## src/hw/overhead_defines.svh

```systemverilog
// Offsets, frame positions, codes and timing figures for the overhead block.
`ifndef OVERHEAD_DEFINES_SVH
`define OVERHEAD_DEFINES_SVH
`define FRAME_ROWS 4'd9
`define FRAME_COLS 9'd270
`define OH_COLS 9'd9
`define RSOH_ROWS 4'd3
`define PAR_ROW 4'd4
`define PAR_LANES 9'd3
`define K2_ROW 4'd4
`define K2_COL 9'd6
`define M1_ROW 4'd8
`define M1_COL 9'd8
`define F1_ROW 4'd1
`define F1_COL 9'd3
`define RDI_CODE 3'h6
`define AIS_CODE 3'h7
`define NORMAL_CODE 3'h0
`define REI_SET 8'h01
`define REI_CLEAR 8'h00
`define REI_MAX 7'h18
`define PERSIST_MIN 3'h3
`define PERSIST_MAX 3'h5
`define ALL_ONES 8'hff
`define REG_STATUS 8'h00
`define REG_MASK 8'h04
`define REG_DEFECTS 8'h08
`define EV_NEAR 0
`define EV_FAR 1
`define EV_AIS 2
`define EV_DEG 3
`define EV_RDI 4
`define EV_COUNT 5
`define FRAME_TIME_US 125
`define ACTION_TIME_US 250
`endif

```

## src/hw/overhead_pkg.sv

```systemverilog
// Types shared by the overhead block: byte slot classes and their decoder.
`include "overhead_defines.svh"
package overhead_pkg;
  typedef enum {slot_payload, slot_rsoh, slot_f1, slot_par, slot_k2,
    slot_m1} overhead_slot_type;

  function automatic overhead_slot_type slot_of(input logic [3:0] row,
      input logic [8:0] col);
    overhead_slot_type s;
    s = slot_payload;
    if (row < `RSOH_ROWS && col < `OH_COLS) begin
      s = (row == `F1_ROW && col == `F1_COL) ? slot_f1 : slot_rsoh;
    end else if (row == `PAR_ROW && col < `PAR_LANES) begin
      s = slot_par;
    end else if (row == `K2_ROW && col == `K2_COL) begin
      s = slot_k2;
    end else if (row == `M1_ROW && col == `M1_COL) begin
      s = slot_m1;
    end
    return s;
  endfunction : slot_of
endpackage : overhead_pkg

```

## src/hw/persist_filter.sv

```systemverilog
// Consecutive-sample persistence filter with a runtime count.
`timescale 1ns/1ns
module persist_filter #(
  parameter int CW = 4
) (
  input wire logic clock,
  input wire logic rst_n,
  input wire logic tick,
  input wire logic level,
  input wire logic [CW-1:0] need,
  output logic state
);
  logic [CW-1:0] run_r;
  logic [CW-1:0] run_nxt;
  logic state_r;
  logic state_nxt;

  if (CW < 2) begin : g_check
    $error("persist_filter needs a count width of at least two bits");
  end

  always_comb begin
    run_nxt = run_r;
    state_nxt = state_r;
    if (tick) begin
      if (level == state_r) begin
        run_nxt = '0;
      end else if (run_r + 1'b1 >= need) begin
        // A count of zero acts as one so the filter never locks up.
        state_nxt = level;
        run_nxt = '0;
      end else begin
        run_nxt = run_r + 1'b1;
      end
    end
  end

  always_ff @(posedge clock or negedge rst_n) begin
    if (!rst_n) begin
      run_r <= '0;
      state_r <= 1'b0;
    end else begin
      run_r <= run_nxt;
      state_r <= state_nxt;
    end
  end

  assign state = state_r;
endmodule : persist_filter

```

## src/hw/section_overhead_trail.sv

```systemverilog
// Multiplex-section overhead inserter and monitor with a register port.
// Notes on behaviour
// - Inserter writes 01 into M1 when monitor saw parity errors, else 00.
// - Inserter sends 110 in K2 bits 6-8 while the alarm defect holds, else 000.
// - Inserter puts even interleaved parity of last frame, minus RSOH, in B2.
// - Monitor recomputes that parity and flags any B2 mismatch per frame.
// - Monitor takes M1 each frame as far-end errored block indication.
// - M1 bits 2-8 of 1 to 24 mean one errored block, others none.
// - The top bit of M1 is ignored when decoding.
// - K2 bits 6-8 of 110 mean remote defect, anything else normal.
// - Monitor extracts the alarm pattern from K2 bits 6-8 every frame.
// - Alarm set after x frames of 111, cleared after x others, x 3..5.
// - Degrade detected using threshold and period inputs; remote defect taken from each K2.
// - Frames are 9 by 270 octets, 125 us, timed by the link clock.
// - Inserter places the user channel octet into F1 once per frame.
// - While the alarm defect holds the monitor sends all ones on rx_data_out.
//
// The register offsets and the address-and-strobe port were chosen for this implementation.
`timescale 1ns/1ns
`include "overhead_defines.svh"
module section_overhead_trail #(
  parameter int DEG_W = 16
) (
  input wire logic clock,
  input wire logic rstn,
  input wire logic link_clk,
  input wire logic tx_fs_in,
  input wire logic [7:0] tx_data_in,
  input wire logic [7:0] user_channel_data,
  output logic tx_fs_out,
  output logic [7:0] tx_data_out,
  input wire logic rx_fs_in,
  input wire logic [7:0] rx_data_in,
  output logic rx_fs_out,
  output logic [7:0] rx_data_out,
  input wire logic server_fail_in,
  input wire logic one_second_tick,
  input wire logic [2:0] alarm_persist_frames,
  input wire logic [DEG_W-1:0] degrade_threshold,
  input wire logic [3:0] degrade_period_count,
  input wire logic monitor_enable_mode,
  input wire logic alarm_report_enable,
  input wire logic far_defect_report_enable,
  input wire logic signal_fail_report_enable,
  output logic trail_fail_out,
  output logic near_errored_block,
  output logic far_errored_block,
  output logic alarm_indication_defect,
  output logic signal_degraded_defect,
  output logic far_defect_received,
  output logic remote_error_to_source,
  output logic remote_defect_to_source,
  output logic alarm_report,
  output logic degrade_report,
  output logic far_defect_report,
  output logic signal_fail_report,
  input wire logic [7:0] reg_addr,
  input wire logic [31:0] reg_wdata,
  input wire logic reg_write,
  input wire logic reg_read,
  output logic [31:0] reg_rdata,
  output logic irq
);
  if (DEG_W < 2 || DEG_W > 32) begin : g_check
    $error("DEG_W must lie between 2 and 32");
  end

  logic [1:0] rst_sync_r;
  logic rst_n;
  always_ff @(posedge clock or negedge rstn) begin
    if (!rstn) begin
      rst_sync_r <= 2'h0;
    end else begin
      rst_sync_r <= {rst_sync_r[0], 1'b1};
    end
  end
  assign rst_n = rst_sync_r[1];

  // All link pins share one synchroniser, so they keep their relative timing.
  logic [18:0] pins;
  logic [18:0] pin_meta_r;
  logic [18:0] pin_r;
  logic link_prev_r;
  assign pins = {link_clk, tx_fs_in, tx_data_in, rx_fs_in, rx_data_in};
  always_ff @(posedge clock or negedge rst_n) begin
    if (!rst_n) begin
      pin_meta_r <= '0;
      pin_r <= '0;
      link_prev_r <= 1'b0;
    end else begin
      pin_meta_r <= pins;
      pin_r <= pin_meta_r;
      link_prev_r <= pin_r[18];
    end
  end

  logic byte_en;
  logic txs_fs;
  logic [7:0] txs_d;
  logic rxs_fs;
  logic [7:0] rxs_d;
  assign byte_en = pin_r[18] & ~link_prev_r;
  assign txs_fs = pin_r[17];
  assign txs_d = pin_r[16:9];
  assign rxs_fs = pin_r[8];
  assign rxs_d = pin_r[7:0];

  logic ais_r;
  logic deg_r;
  logic rdi_r;
  logic rei_r;

  // Inserter side.
  logic [3:0] tx_row_r, tx_row_nxt;
  logic [8:0] tx_col_r, tx_col_nxt;
  logic [2:0][7:0] tx_bip_r, tx_bip_nxt;
  logic [2:0][7:0] tx_par_r, tx_par_nxt;
  logic [7:0] tx_data_r, tx_data_nxt;
  logic tx_fs_r, tx_fs_nxt;

  always_comb begin
    logic [3:0] row;
    logic [8:0] col;
    logic [1:0] lane;
    logic [7:0] ob;
    overhead_pkg::overhead_slot_type slot;
    row = txs_fs ? 4'h0 : tx_row_r;
    col = txs_fs ? 9'h0 : tx_col_r;
    lane = 2'(col % `PAR_LANES);
    slot = overhead_pkg::slot_of(row, col);
    ob = txs_d;
    tx_row_nxt = tx_row_r;
    tx_col_nxt = tx_col_r;
    tx_bip_nxt = tx_bip_r;
    tx_par_nxt = tx_par_r;
    tx_data_nxt = tx_data_r;
    tx_fs_nxt = tx_fs_r;
    unique case (slot)
      overhead_pkg::slot_par: ob = tx_par_r[lane];
      overhead_pkg::slot_k2:
        ob = {txs_d[7:3], rdi_src() ? `RDI_CODE : `NORMAL_CODE};
      overhead_pkg::slot_m1: ob = rei_r ? `REI_SET : `REI_CLEAR;
      overhead_pkg::slot_f1: ob = user_channel_data;
      overhead_pkg::slot_rsoh, overhead_pkg::slot_payload: ob = txs_d;
    endcase
    if (byte_en) begin
      tx_data_nxt = ob;
      tx_fs_nxt = txs_fs;
      if (row == 4'h0 && col == 9'h0) begin
        tx_par_nxt = tx_bip_r;
        tx_bip_nxt = '0;
      end
      if (slot != overhead_pkg::slot_rsoh && slot != overhead_pkg::slot_f1) begin
        tx_bip_nxt[lane] = tx_bip_nxt[lane] ^ ob;
      end
      tx_col_nxt = (col == `FRAME_COLS - 9'd1) ? 9'h0 : col + 9'd1;
      tx_row_nxt = (col != `FRAME_COLS - 9'd1) ? row :
        (row == `FRAME_ROWS - 4'd1) ? 4'h0 : row + 4'd1;
    end
  end

  function automatic logic rdi_src();
    return ais_r;
  endfunction : rdi_src

  always_ff @(posedge clock or negedge rst_n) begin
    if (!rst_n) begin
      tx_row_r <= '0;
      tx_col_r <= '0;
      tx_bip_r <= '0;
      tx_par_r <= '0;
      tx_data_r <= '0;
      tx_fs_r <= 1'b0;
    end else begin
      tx_row_r <= tx_row_nxt;
      tx_col_r <= tx_col_nxt;
      tx_bip_r <= tx_bip_nxt;
      tx_par_r <= tx_par_nxt;
      tx_data_r <= tx_data_nxt;
      tx_fs_r <= tx_fs_nxt;
    end
  end

  // Monitor side.
  logic [3:0] rx_row_r, rx_row_nxt;
  logic [8:0] rx_col_r, rx_col_nxt;
  logic [2:0][7:0] rx_bip_r, rx_bip_nxt;
  logic [2:0][7:0] rx_par_r, rx_par_nxt;
  logic rx_err_r, rx_err_nxt;
  logic [7:0] rx_data_r, rx_data_nxt;
  logic rx_fs_r, rx_fs_nxt;
  logic near_r, near_nxt;
  logic far_r, far_nxt;
  logic rei_nxt;
  logic rdi_nxt;
  logic k2_tick;
  logic k2_ais;
  logic [DEG_W-1:0] deg_cnt_r, deg_cnt_nxt;

  always_comb begin
    logic [3:0] row;
    logic [8:0] col;
    logic [1:0] lane;
    logic mism;
    overhead_pkg::overhead_slot_type slot;
    row = rxs_fs ? 4'h0 : rx_row_r;
    col = rxs_fs ? 9'h0 : rx_col_r;
    lane = 2'(col % `PAR_LANES);
    slot = overhead_pkg::slot_of(row, col);
    mism = (lane != 2'h0 && rx_err_r) || (rxs_d != rx_par_r[lane]);
    rx_row_nxt = rx_row_r;
    rx_col_nxt = rx_col_r;
    rx_bip_nxt = rx_bip_r;
    rx_par_nxt = rx_par_r;
    rx_err_nxt = rx_err_r;
    rx_data_nxt = rx_data_r;
    rx_fs_nxt = rx_fs_r;
    near_nxt = 1'b0;
    far_nxt = 1'b0;
    rei_nxt = rei_r;
    rdi_nxt = rdi_r;
    k2_tick = 1'b0;
    k2_ais = 1'b0;
    if (byte_en) begin
      rx_data_nxt = ais_r ? `ALL_ONES : rxs_d;
      rx_fs_nxt = rxs_fs;
      if (row == 4'h0 && col == 9'h0) begin
        rx_par_nxt = rx_bip_r;
        rx_bip_nxt = '0;
      end
      if (slot != overhead_pkg::slot_rsoh && slot != overhead_pkg::slot_f1) begin
        rx_bip_nxt[lane] = rx_bip_nxt[lane] ^ rxs_d;
      end
      unique case (slot)
        overhead_pkg::slot_par: begin
          rx_err_nxt = mism;
          if (lane == 2'h2) begin
            near_nxt = mism;
            rei_nxt = mism;
          end
        end
        overhead_pkg::slot_k2: begin
          k2_tick = 1'b1;
          k2_ais = rxs_d[2:0] == `AIS_CODE;
          rdi_nxt = rxs_d[2:0] == `RDI_CODE;
        end
        overhead_pkg::slot_m1:
          far_nxt = rxs_d[6:0] != 7'h0 && rxs_d[6:0] <= `REI_MAX;
        overhead_pkg::slot_rsoh, overhead_pkg::slot_f1,
        overhead_pkg::slot_payload: far_nxt = 1'b0;
      endcase
      rx_col_nxt = (col == `FRAME_COLS - 9'd1) ? 9'h0 : col + 9'd1;
      rx_row_nxt = (col != `FRAME_COLS - 9'd1) ? row :
        (row == `FRAME_ROWS - 4'd1) ? 4'h0 : row + 4'd1;
    end
    if (one_second_tick) begin
      deg_cnt_nxt = '0;
    end else if (near_r && deg_cnt_r != '1) begin
      deg_cnt_nxt = deg_cnt_r + 1'b1;
    end else begin
      deg_cnt_nxt = deg_cnt_r;
    end
  end

  always_ff @(posedge clock or negedge rst_n) begin
    if (!rst_n) begin
      rx_row_r <= '0;
      rx_col_r <= '0;
      rx_bip_r <= '0;
      rx_par_r <= '0;
      rx_err_r <= 1'b0;
      rx_data_r <= '0;
      rx_fs_r <= 1'b0;
      near_r <= 1'b0;
      far_r <= 1'b0;
      rei_r <= 1'b0;
      rdi_r <= 1'b0;
      deg_cnt_r <= '0;
    end else begin
      rx_row_r <= rx_row_nxt;
      rx_col_r <= rx_col_nxt;
      rx_bip_r <= rx_bip_nxt;
      rx_par_r <= rx_par_nxt;
      rx_err_r <= rx_err_nxt;
      rx_data_r <= rx_data_nxt;
      rx_fs_r <= rx_fs_nxt;
      near_r <= near_nxt;
      far_r <= far_nxt;
      rei_r <= rei_nxt;
      rdi_r <= rdi_nxt;
      deg_cnt_r <= deg_cnt_nxt;
    end
  end

  // Out-of-range persistence settings are clamped rather than refused.
  logic [2:0] persist;
  assign persist = (alarm_persist_frames < `PERSIST_MIN) ? `PERSIST_MIN :
    (alarm_persist_frames > `PERSIST_MAX) ? `PERSIST_MAX :
    alarm_persist_frames;

  persist_filter #(.CW(3)) u_ais (
    .clock(clock),
    .rst_n(rst_n),
    .tick(k2_tick),
    .level(k2_ais),
    .need(persist),
    .state(ais_r)
  );

  persist_filter #(.CW(4)) u_deg (
    .clock(clock),
    .rst_n(rst_n),
    .tick(one_second_tick),
    .level(deg_cnt_r > degrade_threshold),
    .need(degrade_period_count),
    .state(deg_r)
  );

  // Register port, sticky events and reports.
  logic [`EV_COUNT-1:0] status_r, status_nxt;
  logic [`EV_COUNT-1:0] mask_r, mask_nxt;
  logic [2:0] prev_def_r;
  logic [31:0] rdata_r, rdata_nxt;
  logic [3:0] rep_r, rep_nxt;
  logic [`EV_COUNT-1:0] ev;

  always_comb begin
    ev = '0;
    ev[`EV_NEAR] = near_r;
    ev[`EV_FAR] = far_r;
    ev[`EV_AIS] = ais_r ^ prev_def_r[0];
    ev[`EV_DEG] = deg_r ^ prev_def_r[1];
    ev[`EV_RDI] = rdi_r ^ prev_def_r[2];
    status_nxt = status_r;
    mask_nxt = mask_r;
    if (reg_write && reg_addr == `REG_STATUS) begin
      status_nxt = status_r & ~reg_wdata[`EV_COUNT-1:0];
    end
    // An event in the clearing cycle survives the clear.
    status_nxt = status_nxt | ev;
    if (reg_write && reg_addr == `REG_MASK) begin
      mask_nxt = reg_wdata[`EV_COUNT-1:0];
    end
    rdata_nxt = '0;
    if (reg_read) begin
      unique case (reg_addr)
        `REG_STATUS: rdata_nxt = 32'(status_r);
        `REG_MASK: rdata_nxt = 32'(mask_r);
        `REG_DEFECTS: rdata_nxt = {28'h0, rei_r, rdi_r, deg_r, ais_r};
        default: rdata_nxt = '0;
      endcase
    end
    rep_nxt[0] = monitor_enable_mode && ais_r && !server_fail_in &&
      alarm_report_enable;
    rep_nxt[1] = monitor_enable_mode && deg_r;
    rep_nxt[2] = monitor_enable_mode && rdi_r && far_defect_report_enable;
    rep_nxt[3] = monitor_enable_mode && ais_r && signal_fail_report_enable;
  end

  always_ff @(posedge clock or negedge rst_n) begin
    if (!rst_n) begin
      status_r <= '0;
      mask_r <= '0;
      prev_def_r <= '0;
      rdata_r <= '0;
      rep_r <= '0;
    end else begin
      status_r <= status_nxt;
      mask_r <= mask_nxt;
      prev_def_r <= {rdi_r, deg_r, ais_r};
      rdata_r <= rdata_nxt;
      rep_r <= rep_nxt;
    end
  end

  assign tx_fs_out = tx_fs_r;
  assign tx_data_out = tx_data_r;
  assign rx_fs_out = rx_fs_r;
  assign rx_data_out = rx_data_r;
  assign trail_fail_out = ais_r;
  assign near_errored_block = near_r;
  assign far_errored_block = far_r;
  assign alarm_indication_defect = ais_r;
  assign signal_degraded_defect = deg_r;
  assign far_defect_received = rdi_r;
  assign remote_error_to_source = rei_r;
  assign remote_defect_to_source = ais_r;
  assign alarm_report = rep_r[0];
  assign degrade_report = rep_r[1];
  assign far_defect_report = rep_r[2];
  assign signal_fail_report = rep_r[3];
  assign reg_rdata = rdata_r;
  assign irq = |(status_r & mask_r);
endmodule : section_overhead_trail

```

## config.mk

```make
export PLATFORM = sky130hd
export DESIGN_NAME = section_overhead_trail
export DESIGN_NICKNAME = d
export VERILOG_FILES = /design/src/hw/overhead_pkg.sv /design/src/hw/persist_filter.sv /design/src/hw/section_overhead_trail.sv
export VERILOG_INCLUDE_DIRS = /design/src /design/src/hw
export SDC_FILE = /design/constraint.sdc
export NUM_CORES = 1
export LEC_CHECK = 0
export ABC_CLOCK_PERIOD_IN_PS = 22000
export BUFFER_PORTS_ARGS = -buffer_cell sky130_fd_sc_hd__buf_2
export CAP_MARGIN = 20
export CORE_ASPECT_RATIO = 0.7
export CORE_MARGIN = 5
export CORE_UTILIZATION = 59
export CTS_BUF_LIST = sky130_fd_sc_hd__clkbuf_4 sky130_fd_sc_hd__clkbuf_8
export DETAILED_ROUTE_END_ITERATION = 10
export PLACE_DENSITY = 0.88
export SLEW_MARGIN = 20
export SYNTH_ARGS = -nofsm -noshare
export SYNTH_HDL_FRONTEND = slang
export SYNTH_SLANG_ARGS = --single-unit
```

## constraint.sdc

```tcl
create_clock -name clock -period 22 [get_ports clock]
set_clock_uncertainty 0.05 [all_clocks]
set_input_delay 0 -clock clock [delete_from_list [all_inputs] [get_ports clock]]
set_output_delay 0 -clock clock [all_outputs]
set_load 0.02 [all_outputs]
```

==> results of run 1 <==
power by group:
group	switching [mW]	internal, mW	total, mW
Clock	0.184	0.210	0.393
Combinational	0.138	0.0642	0.202
Sequential	0.0200	0.446	0.466
layer usage:
metal / global-route usage / vias up / part of all wire
li1: - / 6024 / -
met1: 0.399 / 6493 / 0.41
met2: 0.439 / 879 / 0.44
met3: 0.0769 / 136 / 0.11
met4: 0.114 / 0 / 0.035
met5: 0 / - / 0
cells by family after synthesis:
logic type               Yosys count
XOR/XNOR                          59
buffers and inverters            171
adder cells (fa/ha/maj)           45
flip-flops                       233
AND/OR/NAND/NOR                  583
multiplexers                      63
other                              2
AO/OA/AOI/OAI                    430
final cells by class:
| type | instances | area share |
|---|---|---|
| Multi-Input combinational cell | 1208 | 0.486 |
| Tap cell | 325 | 0.0248 |
| Timing Repair Buffer | 177 | 0.0729 |
| Inverter | 53 | 0.0122 |
| Clock buffer | 56 | 0.0436 |
| Clock inverter | 9 | 0.00367 |
| Sequential cell | 233 | 0.356 |
final timing paths:
kind                             endpoint  cells after the start     startpoint  slack (ps)
hold / removal             pin_meta_r[18]                      2       link_clk          20
max in group asynchronous    tx_bip_r[11]                      2  rst_sync_r[1]       19640
hold reg to reg                  pin_r[3]                      0  pin_meta_r[3]         290
min in group asynchronous   rst_sync_r[1]                      3           rstn         250
setup / recovery              tx_bip_r[2]                     21      pin_r[17]       14190
setup reg to reg              tx_bip_r[2]                     21      pin_r[17]       14190
cell usage in the layout, fill, tap and decap left out, drive strengths merged, types with 16 or more instances in the layout:
cell type,n
dfrtp,233
nand2,220
o21ai,125
buf,123
nor2,89
mux2,56
clkbuf,56
a21oi,54
dlygate4sd3,54
inv,52
ha,45
nand4,40
nand3,39
nor3,33
nor2b,31
xnor2,30
conb,28
xor2,27
o211ai,25
a31oi,22
nand2b,20
o31ai,20
o21a,17
a222oi,17
a221oi,17
and2,16
repair_timing:
action                                 in CTS  in global routing
setup buffers                               0                  0
endpoints found under the hold margin      76                  0
hold buffers                               54                  0
registers in the layout, indices dropped and copies added (netlist names), 8 cells and up:
register / cells
rx_par_r: 24
rx_bip_r: 24
rx_col_r: 9
tx_bip_r: 24
tx_col_r: 9
tx_data_out: 8
pin_r: 19
tx_par_r: 24
pin_meta_r: 19
rx_data_out: 8
deg_cnt_r: 16
==> metrics.txt, run 1 <==
number of antenna repair diodes 0; critical path peak fanout 39; total core area 0.0244 mm²; worst stage delay on the critical path about 740 ps; largest net degree at the start of global routing 69; Vias approximately 14000; number of flops mapped to enable cells by yosys 0; first-iteration detailed-routing DRC count 1691; required arrival time at the worst endpoint 22370 ps; global-route wire length before repair approximately 66000 µm; filler cell count about 1800; clock-pin slew on the worst setup and hold paths 60 ps; Site Rows 48; fraction of final layout cells sized beyond drive strength 1 0.168; CTS Root Buffer Type sky130_fd_sc_hd__clkbuf_8; basic-gate share of the synthesized area counting and, or, nand and nor cells 0.205; kind of cell with the highest combined delay on the critical path simple AND/OR/NAND/NOR gates; critical path buffer and inverter count 1; Area contributors post-synth sky130_fd_sc_hd__dfrtp_1 (40%), sky130_fd_sc_hd__nand2_1 (5.7%), sky130_fd_sc_hd__mux2_2 (4.3%); Slew @ Worst Pin ~1000 ps; die area 0.0279 mm²; number of antenna violations at the first check in global routing 0; cell type with the highest aggregate area in the netlist sky130_fd_sc_hd__dfrtp_1; ports placed on the boundary 163; maximum ir drop on the vdd rail 0.0591 mV; Max Buffers Root-to-Sink 3; synthesis-to-finish area growth 12.9%; die extent in y 141 µm; number of gates given a new drive strength after cts 0; total wire length after detailed routing 41700 µm; post-place instance area 0.0151 mm²; total half-perimeter wirelength after legalization and detailed placement 27900 µm; Synth Warn # 0; endpoints failing hold 0; sequential cell area fraction in the yosys report 0.402; proportion of synthesized area in mux cells 0.0483; xor and xnor area share after synthesis 0.0381; kind of end point of the critical path flop; cell area power density 64.8 mW/mm²; period utilization 0.355; final layout net count 1857; Setup Crit Path Kind reg -> reg; Final Setup Violations 0; Antenna Nets Post-Route 0; ranking of synthesized cells by instance count sky130_fd_sc_hd__dfrtp_1 (233), sky130_fd_sc_hd__nand2_1 (220), sky130_fd_sc_hd__o21ai_0 (117), sky130_fd_sc_hd__nor2_1 (86), sky130_fd_sc_hd__clkbuf_1 (57); cells along the critical path buf_4 -> nor2b_1 -> ha_1 -> mux2i_1 -> nand2_1 -> o22a_1 -> a211o_1 -> nor2_1 -> nor2_1 -> a2111oi_2 -> nand2_1 -> xnor2_2 -> ha_1 -> o21ba_2 -> and3_1 -> o21ai_1 -> nor4_2 -> o21a_1 -> a221oi_1 -> xor2_1 -> o21ai_0; TritonCTS clock tree built; class of the tightest hold or removal check in -> reg; number of clock sinks 233; largest family of logic cells by synthesized area compound AO/OA/AOI/OAI gates; utilization after layout 0.670; Post-Place Cells 1942; most numerous cell in the Yosys netlist sky130_fd_sc_hd__dfrtp_1; Min Hold Slack 19.9 ps; highest clock rate 0.128 GHz; DRC violations left 0; multi-input gate area in the final layout between 0.007 and 0.008 mm²; Setup WS post-layout 14190 ps; headroom to the max-slew limit 0.311; proportion of register bits with asynchronous set or reset after synthesis 1.00; unrepaired setup endpoints after global routing false; total count of max-transition violations in the final report 0; Post-Syn Area between 0.01 and 0.015 mm²; total leakage power 7.33 nW; drt first pass iters 7; Mean Syn Cell Area 9.14 µm²; flip-flop and latch count after synthesis 233; CP max-delay cell sky130_fd_sc_hd__mux2i_1; setup slack after placement ~15000 ps; Starting Density 0.593; quantity of I/O buffers inserted on ports 108; detail-routed net length per standard cell between 20 and 25 µm; H-tree Lvls 2; final cell area excluding filler cells between 0.015 and 0.02 mm²; count of cell types in the netlist 101; area fraction of the dominant cell type after synthesis 0.402; clock period minus final worst setup slack 7810 ps; kind of start point of the critical path flop; via-per-instance ratio between 6 and 7; dominant synthesized flop cell sky130_fd_sc_hd__dfrtp_1; global-route congestion overflow total 0; synthesized instance count 1586; Total Neg Setup Slack 0 ps; sequential cell area 0.00583 mm²; number of standard cells in the layout, taps in and fillers out 2061; share of synthesized cell area in full adder, half adder and majority cells 0.0388; CP arrival 8180 ps; Die Width 197 µm; number of global-route vias before repair 13013; clock network latency to the later pin of the worst-skew pair 570 ps; power consumption 1.06 mW; GRT Util Overall 0.289; global placer's final weighted congestion 0.959; status finished clean; total clock buffers created by CTS 39; total of max-cap violations 0; post-synthesis compound-gate area fraction 0.211
No activity file was read; power rests on OpenSTA's default activity.
==> run 2: changes to the inputs <==
- ABC_CLOCK_PERIOD_IN_PS: 22000 -> 6300
- CORE_UTILIZATION: 59 -> 55
- PLACE_DENSITY: 0.88 -> 0.87
- clock period: 22 -> 6.3 ns (I/O delays scaled with it)
==> run 2 against run 1 <==
  * Critical path depth grew 3
  * Critical endpoint is now remote_error_to_source
  * Core utilization increased by 0.068 points
  * Cell count increased by 5.8%
  * Wire length grew 7.8%
  * Sequential share of layout area shrank 1.9 points
  * Non-clock buffer count is 91 higher
  * Clock-buffer cell count decreased by 4
  * Sequential power grew to 3.5 times the previous value
  * Critical path type unchanged
  * Register-to-register slack lost 14000 ps
==> metrics.txt, run 2 (same netlist as run 1, synthesis figures left out) <==
via-per-instance ratio 6.45 (-1.7%); Die Width 204 µm (+3.4%); total wire length after detailed routing 45000 µm (+7.8%); drt first pass iters 8 (+1); Post-Place Cells 2058 (+6.0%); uppermost layer routed met4; cell area power density 220 mW/mm² (+240%); min-delay src tx_fs_in; global-route congestion overflow total 0 (unchanged); kind of start point of the critical path flop; total leakage power 7.81 nW (+6.6%); Min Hold Slack 27.8 ps (+7.83 ps); headroom to the max-slew limit 0.362 (+0.0510); Setup Crit Path Kind reg -> reg; critical path peak fanout 12 (-69%); total clock buffers created by CTS 37 (-5.1%); class of the tightest hold or removal check in -> reg; Max Buffers Root-to-Sink 3 (unchanged); CP arrival 6600 ps (-1580 ps); number of antenna violations at the first check in global routing 1 (+1); total count of max-transition violations in the final report 0 (unchanged); power consumption 3.80 mW (+260%); maximum ir drop on the vdd rail 0.194 mV (+230%); quantity of I/O buffers inserted on ports 108 (unchanged); CTS Root Buffer Type sky130_fd_sc_hd__clkbuf_8; fraction of final layout cells sized beyond drive strength 1 0.224 (+0.0563); Antenna Nets Post-Route 0 (unchanged); Slew @ Worst Pin 954 ps (-71.5 ps); Final Setup Violations 0 (unchanged); H-tree Lvls 2 (unchanged); clock network latency to the later pin of the worst-skew pair 570 ps (about the same); final layout net count 1946 (+4.8%); kind of end point of the critical path flop; synthesis-to-finish area growth 19.4%; Starting Density 0.562 (-0.0314); number of global-route vias before repair 13573 (+4.3%); DRC violations left 0 (unchanged); first-iteration detailed-routing DRC count 1825 (+7.9%); GRT Util Overall 0.286 (-0.00319); period utilization 0.984 (+0.629); endpoints failing hold 0 (unchanged); total half-perimeter wirelength after legalization and detailed placement 30200 µm (+8.0%); global-route wire length before repair 70600 µm (+6.4%); Total Neg Setup Slack 0 ps (unchanged); die area 0.0298 mm² (+6.8%); clock period minus final worst setup slack 6200 ps (-1610 ps); TritonCTS clock tree built; Site Rows 49 (+2.1%); detail-routed net length per standard cell 20.6 µm (+1.9%); status finished clean; Met3 Wirelength 5460 µm (+15%); worst reg2reg path startpoint rx_col_r[7]; highest-count cells in the layout ignoring fill and taps sky130_fd_sc_hd__dfrtp_1 (230), sky130_fd_sc_hd__nand2_1 (218), sky130_fd_sc_hd__o21ai_0 (117); clock-pin slew on the worst setup and hold paths 70 ps (about the same); most common library cell in the layout ignoring fill and taps sky130_fd_sc_hd__dfrtp_1; number of clock sinks 233 (unchanged); largest net degree at the start of global routing 161 (+130%); filler cell count 1893 (+4.6%); total of max-cap violations 0 (unchanged); Vias 14068 (+4.0%); wire length on met1 18100 µm (+6.5%); CP startpoint rx_col_r[7]; total core area 0.0258 mm² (+5.6%); global placer's final weighted congestion 1.02 (+6.3%); required arrival time at the worst endpoint 6700 ps (-15670 ps); number of standard cells in the layout, taps in and fillers out 2180 (+5.8%); ports placed on the boundary 163 (unchanged); met2 wire len 20100 µm (+8.6%); die extent in y 146 µm (+3.3%); highest clock rate 0.161 GHz (+26%)
-- run 2: stage by stage --
| stage | setup slack, ps | cell area [µm²] | util |
|---|---|---|---|
| 5_1_grt | -96.9 | 17300 | 0.670 |
| 3_3_place_gp | 221 | 15800 | 0.611 |
| 2_1_floorplan | 79.9 | 14600 | - |
| 4_1_cts | 17.1 | 17100 | 0.661 |
| 6_report | 102 | 17300 | 0.670 |
| 3_5_place_dp | 56.4 | 15800 | 0.611 |
-- run 2: path summary, 6_finish.rpt --
kind | to | slack (ps) | cells after the start
worst max-delay path | remote_error_to_source | 100 | 24
min in group asynchronous | rst_sync_r[0] | 240 | 3
max in group asynchronous | pin_r[17] | 4330 | 1
worst min-delay path | pin_meta_r[17] | 30 | 2
worst min register to register | pin_r[16] | 300 | 0
worst max register to register | remote_error_to_source | 100 | 24
-- run 2: final cells by class --
cell class,instances,area [µm²],share of cell area
multi-input cells,1208,8140,0.470
flip-flops and latches,233,5840,0.337
repair buffers,268,1930,0.112
clock buffers,52,684,0.0396
well taps,357,447,0.0258
inverters,53,199,0.0115
clock inverters,8,63.8,0.00369
diodes,1,2.50,0.000145
-- run 2: critical path: stages (launching register included) --
cell and delay, ps:
sky130_fd_sc_hd__dfrtp_1 400, sky130_fd_sc_hd__buf_4 190, sky130_fd_sc_hd__nor4b_4 450, sky130_fd_sc_hd__nor4b_4 360, sky130_fd_sc_hd__buf_4 180, sky130_fd_sc_hd__nor4b_4 40, sky130_fd_sc_hd__a311oi_2 290, sky130_fd_sc_hd__o311ai_2 150
sky130_fd_sc_hd__buf_4 180, sky130_fd_sc_hd__buf_4 140, sky130_fd_sc_hd__or3_1 290, sky130_fd_sc_hd__o221a_2 170, sky130_fd_sc_hd__nor3_4 200, sky130_fd_sc_hd__nor2_1 70, sky130_fd_sc_hd__ha_1 170, sky130_fd_sc_hd__or4_4 540
sky130_fd_sc_hd__or2_1 270, sky130_fd_sc_hd__o21ai_1 130, sky130_fd_sc_hd__a211oi_1 80, sky130_fd_sc_hd__buf_4 190, sky130_fd_sc_hd__a222oi_1 450, sky130_fd_sc_hd__xnor2_1 170, sky130_fd_sc_hd__nor4_2 390, sky130_fd_sc_hd__nand4_1 200
sky130_fd_sc_hd__mux2_2 310
-- run 2: per-layer routing --
| layer | up-vias | track usage |
|---|---|---|
| met1 | 6721 | 0.412 |
| met3 | 155 | 0.0702 |
| met2 | 984 | 0.432 |
| li1 | 6208 | - |
| met4 | 0 | 0.0830 |
| met5 | - | 0 |
-- run 2: repair_timing --
action | CTS | global route
endpoints found under the hold margin | 74 | 0
setup buffers | 0 | 7
setup endpoints to repair | 0 | 57
hold buffers | 54 | 0
gates resized for setup | 0 | 39
-- run 2: power by group --
group	total, mW	switching (mW)	internal, mW
logic	0.846	0.528	0.318
registers	1.62	0.0603	1.56
clock network	1.34	0.635	0.706
==> run 3: changes to the inputs <==
- CORE_UTILIZATION: 55 -> 31
- PLACE_DENSITY: 0.87 -> 0.57
==> run 3 against run 2 <==
  * Flip-flop and latch count unchanged
  * Largest cell class unchanged
  * Wire length down 0.53%
  * Setup slack better by 180 ps
  * Critical endpoint is now rx_err_r
  * Highest routed layer unchanged
  * Critical path depth down 2
  * Die area up 72%
==> metrics.txt, run 3 (same netlist as run 1, synthesis figures left out) <==
number of global-route vias before repair 12752 (-6.0%); filler cell count 4606 (+140%); Setup WS post-layout 283 ps (+181 ps); Slew @ Worst Pin 893 ps (-60.7 ps); H-tree Lvls 2 (unchanged); Final Setup Violations 0 (unchanged); kind of start point of the critical path flop; period utilization 0.955 (-0.0288); die area 0.0513 mm² (+72%); utilization after layout 0.387 (-0.284); GRT Util Overall 0.167 (-0.119); setup slack after placement 150 ps (+93.6 ps); Site Rows 66 (+35%); class of the tightest hold or removal check in -> reg; number of antenna violations at the first check in global routing 0 (-1); Total Neg Setup Slack 0 ps (unchanged); detail-routed net length per standard cell 18.1 µm (-12%); headroom to the max-slew limit 0.400 (+0.0382); Vias 13383 (-4.9%); via-per-instance ratio 5.43 (-16%); highest clock rate 0.166 GHz (+3.0%); power consumption 3.95 mW (+3.9%); total core area 0.0463 mm² (+79%); drt first pass iters 7 (-1); kind of end point of the critical path flop; endpoints failing hold 0 (unchanged); fraction of final layout cells sized beyond drive strength 1 0.225 (+0.000980); multi-input gate area in the final layout 0.00808 mm² (-0.71%); Starting Density 0.313 (-0.249); wire length on met1 21500 µm (+19%); clock period minus final worst setup slack 6020 ps (-181 ps); quantity of I/O buffers inserted on ports 108 (unchanged); Setup Crit Path Kind reg -> reg; critical path peak fanout 12 (unchanged); final cell area excluding filler cells 0.0179 mm² (+3.5%); maximum ir drop on the vdd rail 0.154 mV (-21%); FF-to-FF path depth 22 (-8.3%); ports placed on the boundary 163 (unchanged); CP arrival 6430 ps (-170 ps); Min Hold Slack 33.4 ps (+5.59 ps); sequential cell area 0.00584 mm² (about the same); clock network latency to the later pin of the worst-skew pair 570 ps (about the same); total wire length after detailed routing 44700 µm (-0.53%); most common library cell in the layout ignoring fill and taps sky130_fd_sc_hd__dfrtp_1; total of max-cap violations 0 (unchanged); DRC violations left 0 (unchanged); required arrival time at the worst endpoint 6710 ps (about the same); worst reg2reg path startpoint pin_r[8]; Met3 Wirelength 3700 µm (-32%); CTS Root Buffer Type sky130_fd_sc_hd__clkbuf_8; Max Buffers Root-to-Sink 3 (unchanged); global-route congestion overflow total 0 (unchanged); Post-Place Cells 2323 (+13%); number of antenna repair diodes 0 (-1); endpoint of the most critical setup path rx_err_r; post-place instance area 0.0162 mm² (+2.7%); CP startpoint pin_r[8]; first-iteration detailed-routing DRC count 1369 (-25%); highest-count cells in the layout ignoring fill and taps sky130_fd_sc_hd__dfrtp_1 (231), sky130_fd_sc_hd__nand2_1 (220), sky130_fd_sc_hd__o21ai_0 (117); cell area power density 221 mW/mm² (+0.36%); Register-to-Register Setup Slack 280 ps (+180 ps); die extent in y 191 µm (+31%); number of clock sinks 233 (unchanged); total leakage power 7.97 nW (+2.1%); final layout net count 1974 (+1.4%); TritonCTS clock tree built; global-route wire length before repair 69800 µm (-1.1%); clock-pin slew on the worst setup and hold paths 70 ps (about the same); synthesis-to-finish area growth 23.5%; worst reg2reg endpoint rx_err_r; Antenna Nets Post-Route 0 (unchanged); unrepaired setup endpoints after global routing true; total half-perimeter wirelength after legalization and detailed placement 31800 µm (+5.4%); min-delay src tx_data_in[2]; status finished clean; met2 wire len 18700 µm (-7.0%); largest net degree at the start of global routing 138 (-14%); total count of max-transition violations in the final report 0 (unchanged); total clock buffers created by CTS 40 (+8.1%); uppermost layer routed met4; number of standard cells in the layout, taps in and fillers out 2466 (+13%); Die Width 268 µm (+32%); global placer's final weighted congestion 0.903 (-11%)
-- run 3: cell types whose count changed in the layout (fill, tap and decap cells not counted), moves of 3 or more --
cell | before | now
sky130_fd_sc_hd__nor4b_2 | 4 | 1
sky130_fd_sc_hd__buf_4 | 101 | 114
sky130_fd_sc_hd__clkbuf_4 | 5 | 10
sky130_fd_sc_hd__dlygate4sd3_1 | 54 | 65
sky130_fd_sc_hd__nor4b_1 | 7 | 11
-- run 3: power breakdown --
| group | total (mW) | leakage, nW | internal, mW | switching [mW] |
|---|---|---|---|---|
| registers | 1.61 | 3.09 | 1.56 | 0.0537 |
| clock network | 1.49 | 0.442 | 0.828 | 0.666 |
| logic | 0.846 | 4.44 | 0.331 | 0.515 |
-- run 3: final cells by class --
class	instances	share of cell area
clock inverters	10	0.00706
inverters	53	0.0113
repair buffers	293	0.121
well taps	612	0.0428
flip-flops and latches	233	0.326
multi-input cells	1208	0.451
clock buffers	57	0.0403
-- run 3: metal layers --
metal	global-route usage	vias up
li1	-	6263
met4	0.0351	0
met3	0.0371	73
met5	0	-
met2	0.243	536
met1	0.254	6511
-- run 3: worst min-delay path by stage --
stage / to / depth (start not counted)
after global placement: rst_sync_r[0] / 1
after floorplan: rst_sync_r[0] / 0
after global routing: pin_meta_r[18] / 2
after CTS: pin_meta_r[18] / 2
final: pin_meta_r[11] / 2
after detailed placement: rst_sync_r[0] / 1
-- run 3: repair_timing --
item                                   4_1_cts  5_1_grt
endpoints found under the hold margin       77        0
setup endpoints to repair                    0       45
resized for setup                            0       25
hold buffers                                65        0
setup buffers                                0       10
-- run 3: worst max-delay path, cell delays in order (launching register included) --
cell                       delay (ps)
sky130_fd_sc_hd__dfrtp_2          400
sky130_fd_sc_hd__and2b_1          250
sky130_fd_sc_hd__ha_1             260
sky130_fd_sc_hd__or3b_2           490
sky130_fd_sc_hd__a41oi_4          280
sky130_fd_sc_hd__o221ai_1         180
sky130_fd_sc_hd__o221a_4          200
sky130_fd_sc_hd__nor3_2           300
sky130_fd_sc_hd__a31oi_2          150
sky130_fd_sc_hd__a311o_1          350
sky130_fd_sc_hd__nor3_2           220
sky130_fd_sc_hd__nor2_1            60
sky130_fd_sc_hd__ha_1             170
sky130_fd_sc_hd__or4_4            540
sky130_fd_sc_hd__or2_1            260
sky130_fd_sc_hd__o21ai_1          140
sky130_fd_sc_hd__a211oi_1          90
sky130_fd_sc_hd__buf_4            190
sky130_fd_sc_hd__a222oi_1         380
sky130_fd_sc_hd__xnor2_1          140
sky130_fd_sc_hd__nor4_2           290
sky130_fd_sc_hd__nand4_1          190
sky130_fd_sc_hd__mux2_2           310
